[config.mk]
export PLATFORM = sky130hd
export DESIGN_NAME = dsdd_device_flat
export DESIGN_NICKNAME = d
export VERILOG_FILES = /design/src/shared/dsdd_pkg.sv /design/src/shared/dsdd_if.sv /design/src/hw/dsdd_device.sv /design/src/flat_wrapper.sv
export SDC_FILE = /design/constraint.sdc
export NUM_CORES = 1
export LEC_CHECK = 0
export ABC_AREA = 1
export ABC_CLOCK_PERIOD_IN_PS = 1840
export BUFFER_PORTS_ARGS = -buffer_cell sky130_fd_sc_hd__clkbuf_2
export CAP_MARGIN = 20
export CELL_PAD_IN_SITES_DETAIL_PLACEMENT = 0
export CELL_PAD_IN_SITES_GLOBAL_PLACEMENT = 1
export CORE_UTILIZATION = 30
export CTS_BUF_LIST = sky130_fd_sc_hd__clkbuf_2 sky130_fd_sc_hd__clkbuf_4 sky130_fd_sc_hd__clkbuf_8
export CTS_CLUSTER_DIAMETER = 40
export CTS_CLUSTER_SIZE = 30
export DETAILED_ROUTE_END_ITERATION = 10
export PLACE_DENSITY_LB_ADDON = 0.1
export SLEW_MARGIN = 20
export SYNTH_ARGS = -nofsm -noshare
export SYNTH_HDL_FRONTEND = slang
export SYNTH_SLANG_ARGS = --single-unit
[constraint.sdc]
create_clock -name clock -period 1.84 [get_ports clock]
set_input_delay 0.184 -clock clock [delete_from_list [all_inputs] [get_ports clock]]
set_output_delay 0.184 -clock clock [all_outputs]
set_load 0.05 [all_outputs]
[src/shared/dsdd_pkg.sv]
// package: field layout and constants for the drive strength descriptor words
package dsdd_pkg;
  // ****************************************
  // field positions, first descriptor word
  // ****************************************
  localparam int unsigned DSDD_W = 32;
  localparam int unsigned DSDD_CNT_HI = 31;
  localparam int unsigned DSDD_CNT_LO = 30;
  localparam int unsigned DSDD_RSVD_BIT = 29;
  localparam int unsigned DSDD_ADDR_MODE_BIT = 28;
  localparam int unsigned DSDD_BYTE_SEL_BIT = 27;
  localparam int unsigned DSDD_LSB_HI = 26;
  localparam int unsigned DSDD_LSB_LO = 24;
  localparam int unsigned DSDD_LADDR_HI = 23;
  localparam int unsigned DSDD_LADDR_LO = 16;
  localparam int unsigned DSDD_OCT_DTR_BIT = 23;
  localparam int unsigned DSDD_OCT_STR_BIT = 22;
  localparam int unsigned DSDD_QUAD_DTR_BIT = 21;
  localparam int unsigned DSDD_QUAD_STR_BIT = 20;
  localparam int unsigned DSDD_DUMMY_HI = 19;
  localparam int unsigned DSDD_DUMMY_LO = 16;
  localparam int unsigned DSDD_OPC_HI = 15;
  localparam int unsigned DSDD_OPC_LO = 8;
  // ****************************************
  // field positions, second descriptor word
  // ****************************************
  localparam int unsigned DSDD_NTYPES = 5;
  localparam int unsigned DSDD_PAT_W = 3;
  localparam int unsigned DSDD_PAT0_HI = 31;
  localparam int unsigned DSDD_RSVD2_HI = 16;
  // ****************************************
  // reset values and encodings
  // ****************************************
  localparam logic [7:0] DSDD_OPC_NONE = 8'h00;
  localparam logic [31:0] DSDD_WORD_RST = 32'h0000_0000;
  localparam logic [1:0] DSDD_CNT_NONE = 2'h0;
  localparam logic DSDD_RSVD_VAL = 1'h0;
  localparam logic [3:0] DSDD_DUMMY_SINGLE = 4'h0;
  typedef logic [DSDD_PAT_W-1:0] dsdd_pat_t;
  typedef dsdd_pat_t [DSDD_NTYPES-1:0] dsdd_pats_t;
endpackage

[src/shared/dsdd_if.sv]
// interface: descriptor word transfer from device end to host decoder
`timescale 1ns/1ps
`default_nettype none
interface dsdd_if;
  logic word_valid;
  logic word_sel;
  logic [31:0] word_data;
  modport dev (output word_valid, output word_sel, output word_data);
  modport host (input word_valid, input word_sel, input word_data);
endinterface // dsdd_if
`default_nettype wire

[src/hw/dsdd_device.sv]
// design: device end that assembles and presents both descriptor words
`timescale 1ns/1ps
`default_nettype none
module dsdd_device (
  input wire logic clock,
  input wire logic sys_rst,
  input wire logic [1:0] cfg_bit_count,
  input wire logic cfg_addr_mode,
  input wire logic cfg_byte1_sel,
  input wire logic [2:0] cfg_lsb_pos,
  input wire logic [7:0] cfg_local_addr,
  input wire logic [3:0] cfg_mode_flags,
  input wire logic [3:0] cfg_dummy,
  input wire logic [7:0] cfg_read_opcode,
  input wire dsdd_pkg::dsdd_pats_t cfg_patterns,
  input wire logic send_req,
  output logic send_busy,
  dsdd_if.dev link
);
  import dsdd_pkg::*;

  typedef struct packed {
    logic valid;
    logic sel;
    logic busy;
    logic [31:0] data;
  } dsdd_dev_st_t;

  dsdd_dev_st_t st_r, st_nxt;
  logic [31:0] word1, word2;

  // ****************************************
  // descriptor word assembly
  // ****************************************
  // keep only the pattern bits the physical register really has
  function automatic dsdd_pat_t mask_pat(input dsdd_pat_t p, input logic [1:0] n);
    dsdd_pat_t m;
    m = 3'h0;
    case (n)
      2'h1: m = 3'h1;
      2'h2: m = 3'h3;
      2'h3: m = 3'h7;
      default: m = 3'h0;
    endcase
    return p & m;
  endfunction

  // fields are laid out from the configuration; bits 23:16 of word one
  // hold either the address or the mode set, never both
  always_comb begin
    word1 = DSDD_WORD_RST;
    word1[DSDD_CNT_HI:DSDD_CNT_LO] = cfg_bit_count;
    word1[DSDD_RSVD_BIT] = DSDD_RSVD_VAL;
    word1[DSDD_ADDR_MODE_BIT] = cfg_addr_mode;
    word1[DSDD_BYTE_SEL_BIT] = cfg_byte1_sel;
    word1[DSDD_LSB_HI:DSDD_LSB_LO] = cfg_lsb_pos;
    if (cfg_addr_mode) begin
      word1[DSDD_LADDR_HI:DSDD_LADDR_LO] = cfg_local_addr;
    end else begin
      word1[DSDD_OCT_DTR_BIT] = cfg_mode_flags[3];
      word1[DSDD_OCT_STR_BIT] = cfg_mode_flags[2];
      word1[DSDD_QUAD_DTR_BIT] = cfg_mode_flags[1];
      word1[DSDD_QUAD_STR_BIT] = cfg_mode_flags[0];
      word1[DSDD_DUMMY_HI:DSDD_DUMMY_LO] = cfg_dummy;
    end
    word1[DSDD_OPC_HI:DSDD_OPC_LO] = cfg_read_opcode;
    word2 = DSDD_WORD_RST;
    for (int i = 0; i < DSDD_NTYPES; i++) begin
      word2[DSDD_PAT0_HI - i*DSDD_PAT_W -: DSDD_PAT_W] =
        mask_pat(cfg_patterns[i], cfg_bit_count);
    end
  end

  // ****************************************
  // two-beat transfer: word one then word two
  // ****************************************
  always_comb begin
    st_nxt = st_r;
    st_nxt.valid = 1'b0;
    if (st_r.busy) begin
      st_nxt.valid = 1'b1;
      st_nxt.sel = 1'b1;
      st_nxt.data = word2;
      st_nxt.busy = 1'b0;
    end else if (send_req && !st_r.valid) begin
      // word two still on the wire keeps send_busy high, so a request is only taken here once valid has dropped
      st_nxt.valid = 1'b1;
      st_nxt.sel = 1'b0;
      st_nxt.data = word1;
      st_nxt.busy = 1'b1;
    end
  end

  always_ff @(posedge clock) begin
    if (sys_rst) begin
      st_r <= '0;
    end else begin
      st_r <= st_nxt;
    end
  end

  assign link.word_valid = st_r.valid;
  assign link.word_sel = st_r.sel;
  assign link.word_data = st_r.data;
  assign send_busy = st_r.busy | st_r.valid; // requests ignored while set
endmodule // dsdd_device
`default_nettype wire

[src/flat_wrapper.sv]
// flat-port wrapper written by rule: the top's interface ports become plain ports
module dsdd_device_flat import dsdd_pkg::*;
  (clock, sys_rst, cfg_bit_count, cfg_addr_mode, cfg_byte1_sel, cfg_lsb_pos, cfg_local_addr, cfg_mode_flags, cfg_dummy, cfg_read_opcode, cfg_patterns, send_req, send_busy, link_word_valid, link_word_sel, link_word_data);
  dsdd_if link_i ();
  input wire logic clock;
  input wire logic sys_rst;
  input wire logic [1:0] cfg_bit_count;
  input wire logic cfg_addr_mode;
  input wire logic cfg_byte1_sel;
  input wire logic [2:0] cfg_lsb_pos;
  input wire logic [7:0] cfg_local_addr;
  input wire logic [3:0] cfg_mode_flags;
  input wire logic [3:0] cfg_dummy;
  input wire logic [7:0] cfg_read_opcode;
  input wire dsdd_pkg::dsdd_pats_t cfg_patterns;
  input wire logic send_req;
  output logic send_busy;
  output wire logic [$bits(link_i.word_valid)-1:0] link_word_valid;
  output wire logic [$bits(link_i.word_sel)-1:0] link_word_sel;
  output wire logic [$bits(link_i.word_data)-1:0] link_word_data;
  assign link_word_valid = link_i.word_valid;
  assign link_word_sel = link_i.word_sel;
  assign link_word_data = link_i.word_data;
  dsdd_device u_core (.clock(clock), .sys_rst(sys_rst), .cfg_bit_count(cfg_bit_count), .cfg_addr_mode(cfg_addr_mode), .cfg_byte1_sel(cfg_byte1_sel), .cfg_lsb_pos(cfg_lsb_pos), .cfg_local_addr(cfg_local_addr), .cfg_mode_flags(cfg_mode_flags), .cfg_dummy(cfg_dummy), .cfg_read_opcode(cfg_read_opcode), .cfg_patterns(cfg_patterns), .send_req(send_req), .send_busy(send_busy), .link(link_i));
endmodule
== Word-level counts from Yosys, hierarchy flattened ==
Index checks and enable logic that the tools add are counted.

* Latch bits: 0
* Memories kept: 0
* Output and inout bits: 35
* Word-level logic and storage cells: 22
* Bits in writable memories: 0
* Memory bits (read-only): 0
* Input bits: 49
* Register bits after elaboration: 27

* $add $sub $neg: 0
* Multipliers: 0
* Shifts and indexed selects: 0
* Divide/modulo/power cells: 0
* Equal/unequal tests: 3
* Reduce and logical (&&, ||, !) cells: 4
* Multiplexer cells: 4
* Order comparisons: 0
* Bitwise operators: 6

{| class="wikitable"
|+ Operator list
! cell !! number
|-
| two-way mux 35 bit || 2
|-
| AND 3 bit || 5
|-
| case mux 3 bit (3 select lines) || 1
|-
| two-way mux 8 bit || 1
|-
| equality test 2 bit (second input constant) || 2
|-
| equality test 2 x 1 -> 1 bit (second input constant) || 1
|-
| nonzero test 2 bit || 1
|-
| OR reduction 2 bit || 1
|-
| logical AND 1 bit || 1
|-
| zero test 1 bit || 1
|-
| OR 1 bit || 1
|}

== Longest topological paths before layout ==
Gate-level depths: netlist (run 1).

* Depth in word-level cells: 4
* Depth in mapped cells: 8
* Gate-level depth less buffers: 7

== Worst setup path before layout (run 1) ==
OpenSTA, ideal clock, no wires.

* Path type: register -> register
* From: register u_core.st_r, in the netlist u_core.link.word_valid
* To: register u_core.st_r, in the netlist u_core.link.word_data[23]
* Arrival: 1.406 ns
* Slack: 0.325 ns
* Required time: 1.731 ns
* Cell stages (with the launch flop): 9
* Cells stage by stage: dfxtp_1 > inv_1 > nand2_2 > nor2_4 > buf_6 > nand2_1 > nand3_1 > nand2_1 > inv_1

* Word-level cells in the longest chain between the ends: 3

{| class="wikitable"
|+ Ends and longest elaborated chain
! item !! line !! source
|-
| from (decl) || dsdd_device.sv:29 || <nowiki>dsdd_dev_st_t st_r, st_nxt;</nowiki>
|-
| from (signal assigned) || dsdd_device.sv:98 || <nowiki>st_r <= st_nxt;</nowiki>
|-
| zero test 1 bit || dsdd_device.sv:85 || <nowiki>end else if (send_req && !st_r.valid) begin</nowiki>
|-
| logical AND 1 bit || dsdd_device.sv:85 ||
|-
| nonzero test 2 bit (no line) || n/a ||
|}

Every way passes these cells.
A chain may end at the register's enable or synchronous reset.

== Worst setup path in the final report (run 1) ==
* From: register u_core.st_r[32] (netlist bit)
* To: output port send_busy

* Word-level cells in the longest chain between the ends: 1

{| class="wikitable"
|+ Ends and longest elaborated chain
! item !! line !! source
|-
| OR 1 bit || dsdd_device.sv:105 || <nowiki>assign send_busy = st_r.busy | st_r.valid;</nowiki>
|-
| to (decl) || flat_wrapper.sv:17 || <nowiki>output logic send_busy;</nowiki>
|}

Every way passes these cells.

==> impl_metrics.toml, run 1 <==
[worst_setup_path]
startpoint_type = "register"
crit_path_end_kind = "output port"
reg2reg_from = "u_core.link.word_valid"
reg2reg_depth = 7
regToRegSetupSlack_ns = 0.57
r2r_end = "u_core.link.word_data[28]"
arrival_ns = 1.18
path_class = "reg -> out"
crit_required_ns = 1.66
crit_fanout = 7

[global_route]
antenna_found_initial = 0
grt_pass1_vias = 1263
overflow = 0
grt_usage_pct = 16.0
grt_pass1_wl_um = 5520
grt_max_degree = 17

[cts]
post-cts-setup-buffers = 0
htreeDepth = 1
clock_sinks = 27
clock_path_buffers = 2
numCtsBuffers = 3
clk_latency_ns = 0.27
clkTransAtPathRegs_ns = 0.09
ctsHoldBuffers = 0
ctsResizeCount = 0
cts-root-buf = "clkbuf_8"
cts_tree = "done"

[sta]
hold_viol_final = 0
finalSetupViolations = 0
worst_hold_slack_ns = 0.137
fin_crit_sh_pct = 74.1
finalSetupTns_ns = 0
final.min_clock_period_ns = 1.36
grt_setup_unrepaired = "no"
max_clock_freq_mhz = 734
maxSlewViolCount = 0
fin_skew_ns = 0.00405

[final_layout]
fill_cells = 471
drive_gt1_share_pct = 31.1
layout_common_cells = "75 x clkbuf_2, 70 x nand2_1, 28 x nand3_1"
final_nets = 323
antenna_cells = 0
area_growth_pct = 33.4
mostFrequentLayoutCell = "clkbuf_2"

[floorplan]
die_w_um = 67.6
rows = 23
fp.dieH_um = 67.6
core_mm2 = 0.00406
ios = 84
initial_core_util_pct = 31.9
dieArea_mm2 = 0.00457

[detailed_routing]
wl_per_cell_um = 10.7
routed_wl_um = 3470
dr.pass1.iters = 4
vias = 1387
drc = 0
ant_nets = 0
avgViaCountPerCell = 4.29
drt-initial-drc-count = 49

[synthesis]
ys_ff_latch = 27
async_flop_share_pct = 0
avgSynthCellArea_um2 = 6.49
yosysUniqueCellTypes = 15
synth_flop_cell = "dfxtp_1"
netlist_instances = 199
synth_edf_count = 0
yosysSeqAreaShare_pct = 41.8
syn_area_mm2 = 0.00129
yosysWarnings = 0

[place]
dp_hpwl_um = 2610
io_buffers = 75
place.gp.congestion = 0.728

[hold_path]
hold_depth = 2
hp-class = "in -> reg"
min-delay-start = "sys_rst"
min_to = "u_core.link.word_data[29]"

[status]
status = "complete, no violations"

[run]
maxCapViolCount = 0

[power_and_ir_drop]
ir_drop_mv = 0.569
p_leak_uw = 0.00104
p_per_area_mw_per_mm2 = 838
[flip-flops by register name, indices dropped and copies added (netlist names)]
signal / count
u_core.link.word_sel: 1
u_core.link.word_valid: 1
u_core.st_r: 1
u_core.link.word_data: 24
[metrics by stage]
stage | total power [µW] | std cells | area (µm²) | util, % | setup slack, ns
finish | 1440 | 323 | 1720 | 42.5 | 0.477
global route | 1530 | 323 | 1720 | 42.5 | 0.384
CTS | 1470 | 323 | 1720 | 42.5 | 0.465
detailed placement | 1110 | 319 | 1680 | 41.3 | 0.573
global placement | 1110 | 319 | 1680 | 41.3 | 0.604
floorplan | 996 | 206 | 1320 | - | 0.325
[cell type report]
cell class	instances	area, µm²	area share (%)
multi-input combinational	143	599	34.8
sequential	27	541	31.3
timing repair buffer	77	390	22.6
inverter	22	82.6	4.79
tap	50	62.6	3.63
clock buffer	4	48.8	2.83
[cell families after synthesis]
family          count (synthesis)  synth area share (%)
simple gates                  122                  39.0
buf+inv                        36                  13.8
flops                          27                  41.8
compound gates                 13                  5.03
other cells                     1                 0.290
[power by group]
part | leakage [µW] | total [µW] | internal, µW | switching, µW
Clock | 0.0000262 | 353 | 170 | 183
Combinational | 0.000794 | 441 | 116 | 325
Sequential | 0.000222 | 650 | 627 | 23.1
Total | 0.00104 | 1440 | 913 | 531
[synthesized netlist by cell type (2+ instances only)]
cell type / instances / area share (%)
a21oi_1: 3 / 1.2
nand2_1: 70 / 20
nor2_1: 21 / 6.1
dfxtp_1: 27 / 42
buf_2: 5 / 1.9
nand3_1: 28 / 11
inv_2: 2 / 0.58
inv_1: 20 / 5.8
o21ai_0: 10 / 3.9
buf_4: 8 / 4.6
[worst max-delay path: stages (launching register included)]
cell and delay, ns:
dfxtp_1 0.47, inv_2 0.07, nand2_2 0.09, clkbuf_2 0.28
[worst max-delay path by stage]
| stage | slack, ns | endpoint | start |
|---|---|---|---|
| after floorplan | 0.32 | u_core.link.word_data[23] | u_core.link.word_valid |
| after global placement | 0.60 | u_core.link.word_data[28] | u_core.st_r[32] |
| after detailed placement | 0.57 | u_core.link.word_data[28] | u_core.link.word_valid |
| after CTS | 0.47 | send_busy | u_core.st_r[32] |
| after global routing | 0.38 | u_core.link.word_data[24] | u_core.link.word_valid |
| final | 0.48 | send_busy | u_core.st_r[32] |
[metal layers]
| layer | wire, µm | vias to the layer above | share of wire, % | GRT usage, % |
|---|---|---|---|---|
| li1 | - | 742 | - | - |
| met1 | 1550 | 583 | 45 | 18.9 |
| met2 | 1600 | 60 | 46 | 28.3 |
| met3 | 311 | 2 | 9.0 | 5.24 |
| met4 | 13 | 0 | 0.37 | 2.39 |
| met5 | 0 | - | 0 | 0 |
Note: power is estimated with default switching activity, not from simulation.
==> run 2: changes to the inputs <==
- ABC_CLOCK_PERIOD_IN_PS: 1840 -> 1300
- CORE_UTILIZATION: 30 -> 28
- clock period: 1.84 -> 1.3 ns (I/O delays scaled with it)
==> impl_metrics.toml, run 2 (synthesis results as in run 1) <==
[status]
status = "complete, no violations"

[cts]
numCtsBuffers = 3
htreeDepth = 1
clock_path_buffers = 2
clock_sinks = 27
clkTransAtPathRegs_ns = 0.10
cts-root-buf = "clkbuf_8"
clk_latency_ns = 0.27
ctsHoldBuffers = 0
cts_tree = "done"

[sta]
fin_crit_sh_pct = 90.1
final.min_clock_period_ns = 1.17
grt_setup_unrepaired = "no"
worst_hold_slack_ns = 0.0740
fin_skew_ns = 0.00661
maxSlewViolCount = 0
finalSetupViolations = 0
finalSetupTns_ns = 0
max_clock_freq_mhz = 854
hold_viol_final = 0

[global_route]
overflow = 0
grt_max_degree = 16
grt_usage_pct = 14.6
antenna_found_initial = 0
grt_pass1_vias = 1307
grt_pass1_wl_um = 5750

[detailed_routing]
dr.pass1.iters = 4
drt-initial-drc-count = 86
drc = 0
vias = 1453
routed_wl_um = 3630
wl_per_cell_um = 11.0
ant_nets = 0
avgViaCountPerCell = 4.40

[worst_setup_path]
crit_fanout = 7
path_class = "reg -> out"
regToRegSetupSlack_ns = 0.19
crit_required_ns = 1.17
startpoint_type = "register"
reg2reg_from = "u_core.st_r[32]"
crit_path_end_kind = "output port"
reg2reg_depth = 3
r2r_end = "u_core.link.word_data[16]"
arrival_ns = 1.04

[floorplan]
rows = 24
fp.dieH_um = 69.9
core_mm2 = 0.00438
initial_core_util_pct = 29.5
ios = 84
die_w_um = 69.9
dieArea_mm2 = 0.00489

[final_layout]
antenna_cells = 0
area_growth_pct = 38.0
mostFrequentLayoutCell = "clkbuf_2"
layout_common_cells = "74 x clkbuf_2, 70 x nand2_1, 28 x nand3_1"
largest_reg_flops = 24
drive_gt1_share_pct = 33.1
final_nets = 328

[power_and_ir_drop]
p_per_area_mw_per_mm2 = 1150
ir_drop_mv = 0.436
p_leak_uw = 0.00107

[place]
dp_hpwl_um = 2760
io_buffers = 75
place.gp.congestion = 0.697

[hold_path]
min_to = "u_core.link.word_data[16]"
hold_depth = 3
hp-class = "in -> reg"
min-delay-start = "cfg_local_addr[0]"

[run]
maxCapViolCount = 0
[run 2: cell count changes in the layout (fill, tap and decap cells not counted)]
cell,delta
nand2_4,+1
dfxtp_2,+2
buf_12,+1
clkinv_2,+1
dfxtp_1,-2
nand2_2,-1
clkbuf_2,-1
buf_4,+4
[run 2: worst max-delay path: stages, from the launching register on]
cell	delay (ns)
dfxtp_2	0.40
inv_2	0.07
nand2_4	0.07
clkbuf_4	0.23
[run 2: cell type report]
type,instances,area (µm²)
Sequential cell,27,543
Timing Repair Buffer,82,443
Multi-Input combinational cell,143,604
Clock buffer,3,41.3
Inverter,22,82.6
Tap cell,52,65.1
Fill cell,477,2600
Clock inverter,1,5.00
[run 2: repair_timing]
action                                  4_1_cts  5_1_grt
pin swaps                                     0        1
buffers inserted                              0        1
resized for setup                             1        1
endpoints found under the setup margin        1        4
[run 2: how the worst max path moves through the flow]
stage / startpoint / to / slack [ns] / depth (start not counted)
final: u_core.st_r[32] / send_busy / 0.13 / 3
after global routing: u_core.st_r[32] / send_busy / 0.06 / 3
after CTS: u_core.st_r[32] / send_busy / 0.04 / 3
after detailed placement: u_core.st_r[32] / u_core.link.word_data[19] / 0.13 / 7
after global placement: u_core.st_r[32] / u_core.link.word_data[20] / 0.15 / 7
after floorplan: u_core.link.word_valid / u_core.link.word_data[21] / 0.02 / 7
[run 2: routing by layer]
layer / part of all wire [%] / GRT usage [%] / vias up
li1: - / - / 757
met3: 7.9 / 3.32 / 2
met4: 0.50 / 4.44 / 0
met2: 43 / 23.9 / 59
met1: 49 / 18.9 / 635
met5: 0 / 0 / -
[run 2: stage by stage]
stage	instances	util, %	setup slack [ns]	instance area, µm²	total power, µW
after floorplan	206	-	0.0198	1330	1410
after global placement	325	39.1	0.147	1710	1590
after detailed placement	325	39.1	0.127	1710	1580
after CTS	329	40.2	0.0353	1760	2070
after global routing	330	40.7	0.0649	1780	2190
final	330	40.7	0.128	1780	2060
[run 2: report_power, final]
part	internal [µW]	switching, µW	total, µW
registers	889	34.5	923
clock network	215	270	485
logic	186	465	651
total	1290	770	2060
==> run 3: changes to the inputs <==
- ABC_CLOCK_PERIOD_IN_PS: 1300 -> 1450
- CORE_UTILIZATION: 28 -> 30
- clock period: 1.3 -> 1.45 ns (I/O delays scaled with it)
==> impl_metrics.toml, run 3 (synthesis results as in run 1) <==
[power_and_ir_drop]
ir_drop_mv = 0.465
sw_frac_of_total_pct = 37.6
p_leak_uw = 0.00105
seq_power_share_pct = 45.1
combPwrFrac_pct = 30.9
p_int_uw = 1140
clockPowerShare_pct = 24.1
p_per_area_mw_per_mm2 = 1050
p_sw_uw = 689

[status]
status = "complete, no violations"

[place]
place.gp.congestion = 0.700
dp_hpwl_um = 2660
io_buffers = 75

[cts]
htreeDepth = 1
cts_tree = "done"
clkTransAtPathRegs_ns = 0.10
numCtsBuffers = 3
ctsResizeCount = 0
ctsHoldBuffers = 0
post-cts-setup-buffers = 0
clk_latency_ns = 0.28
clock_sinks = 27
cts-root-buf = "clkbuf_8"
clock_path_buffers = 2

[detailed_routing]
dr.max_layer_used = "met4"
ant_nets = 0
drt-initial-drc-count = 36
routed_wl_um = 3510
wl_per_cell_um = 10.8
avgViaCountPerCell = 4.28
drt-met1-wl_um = 1720
drc = 0
met2_length_um = 1530
vias = 1391
wl_met3_um = 236
dr.pass1.iters = 4

[global_route]
grt_pass1_wl_um = 5590
grt_max_degree = 17
grt_pass1_vias = 1258
overflow = 0
antenna_found_initial = 0
grt_usage_pct = 16.3

[floorplan]
fp.dieH_um = 67.6
core_mm2 = 0.00406
initial_core_util_pct = 31.9
rows = 23
ios = 84
dieArea_mm2 = 0.00457
die_w_um = 67.6

[sta]
max_clock_freq_mhz = 760
hold_viol_final = 0
grt_setup_unrepaired = "no"
fin_crit_sh_pct = 90.8
maxSlewViolCount = 0
finalSetupViolations = 0
finalSetupTns_ns = 0
final.min_clock_period_ns = 1.32
fin_skew_ns = 0.00860

[worst_setup_path]
crit_required_ns = 1.31
crit_path_end_kind = "output port"
arrival_ns = 1.17
path_class = "reg -> out"
crit_fanout = 7
startpoint_type = "register"

[final_layout]
mostFrequentLayoutCell = "clkbuf_2"
largest_reg_flops = 24
layout_common_cells = "75 x clkbuf_2, 70 x nand2_1, 28 x nand3_1"
antenna_cells = 0
drive_gt1_share_pct = 32.0
final_nets = 325
final_core_util_pct = 42.9
area_growth_pct = 34.7
fill_cells = 468

[run]
maxCapViolCount = 0

[hold_path]
hp-class = "in -> reg"
[run 3: area by class of cell]
class	instances	area, µm²	area share, %
Clock inverter	1	7.51	0.431
Multi-Input combinational cell	143	599	34.4
Tap cell	50	62.6	3.59
Timing Repair Buffer	79	405	23.3
Clock buffer	3	41.3	2.37
Sequential cell	27	542	31.1
Inverter	22	82.6	4.74
[run 3: power groups by stage]
stage	logic [µW]	registers (µW)	clock network, µW
detailed placement	571	844	0
global placement	571	844	0
global route	622	833	482
floorplan	241	1020	0
finish	566	826	441
CTS	572	826	468
[run 3: per-stage QoR]
| step | total power [µW] | setup slack, ns | hold slack (ns) | instance area (µm²) | instances |
|---|---|---|---|---|---|
| floorplan | 1260 | 0.113 | 0.210 | 1320 | 206 |
| detailed placement | 1410 | 0.260 | 0.389 | 1690 | 321 |
| global route | 1940 | 0.0595 | 0.0947 | 1740 | 325 |
| CTS | 1870 | 0.112 | 0.0847 | 1740 | 325 |
| global placement | 1420 | 0.241 | 0.390 | 1690 | 321 |
| finish | 1830 | 0.134 | 0.0888 | 1740 | 325 |
[run 3: final timing paths]
kind	start	endpoint	slack, ns	depth (start not counted)
hold reg to reg	u_core.link.word_data[29]	u_core.link.word_data[29]	0.47	2
setup reg to reg	u_core.st_r[32]	u_core.link.word_data[28]	0.25	6
setup / recovery	u_core.st_r[32]	send_busy	0.13	3
hold / removal	sys_rst	u_core.link.word_valid	0.09	2
[run 3: layer usage]
metal | track usage (%) | vias up
met4 | 4.79 | 0
li1 | - | 746
met1 | 19.7 | 595
met3 | 3.21 | 2
met5 | 0 | -
met2 | 28.6 | 48
[run 3: critical path, cell delays in order, from the launching register on]
cell and delay, ns:
dfxtp_1 0.46, inv_2 0.06, nand2_2 0.09, clkbuf_2 0.29
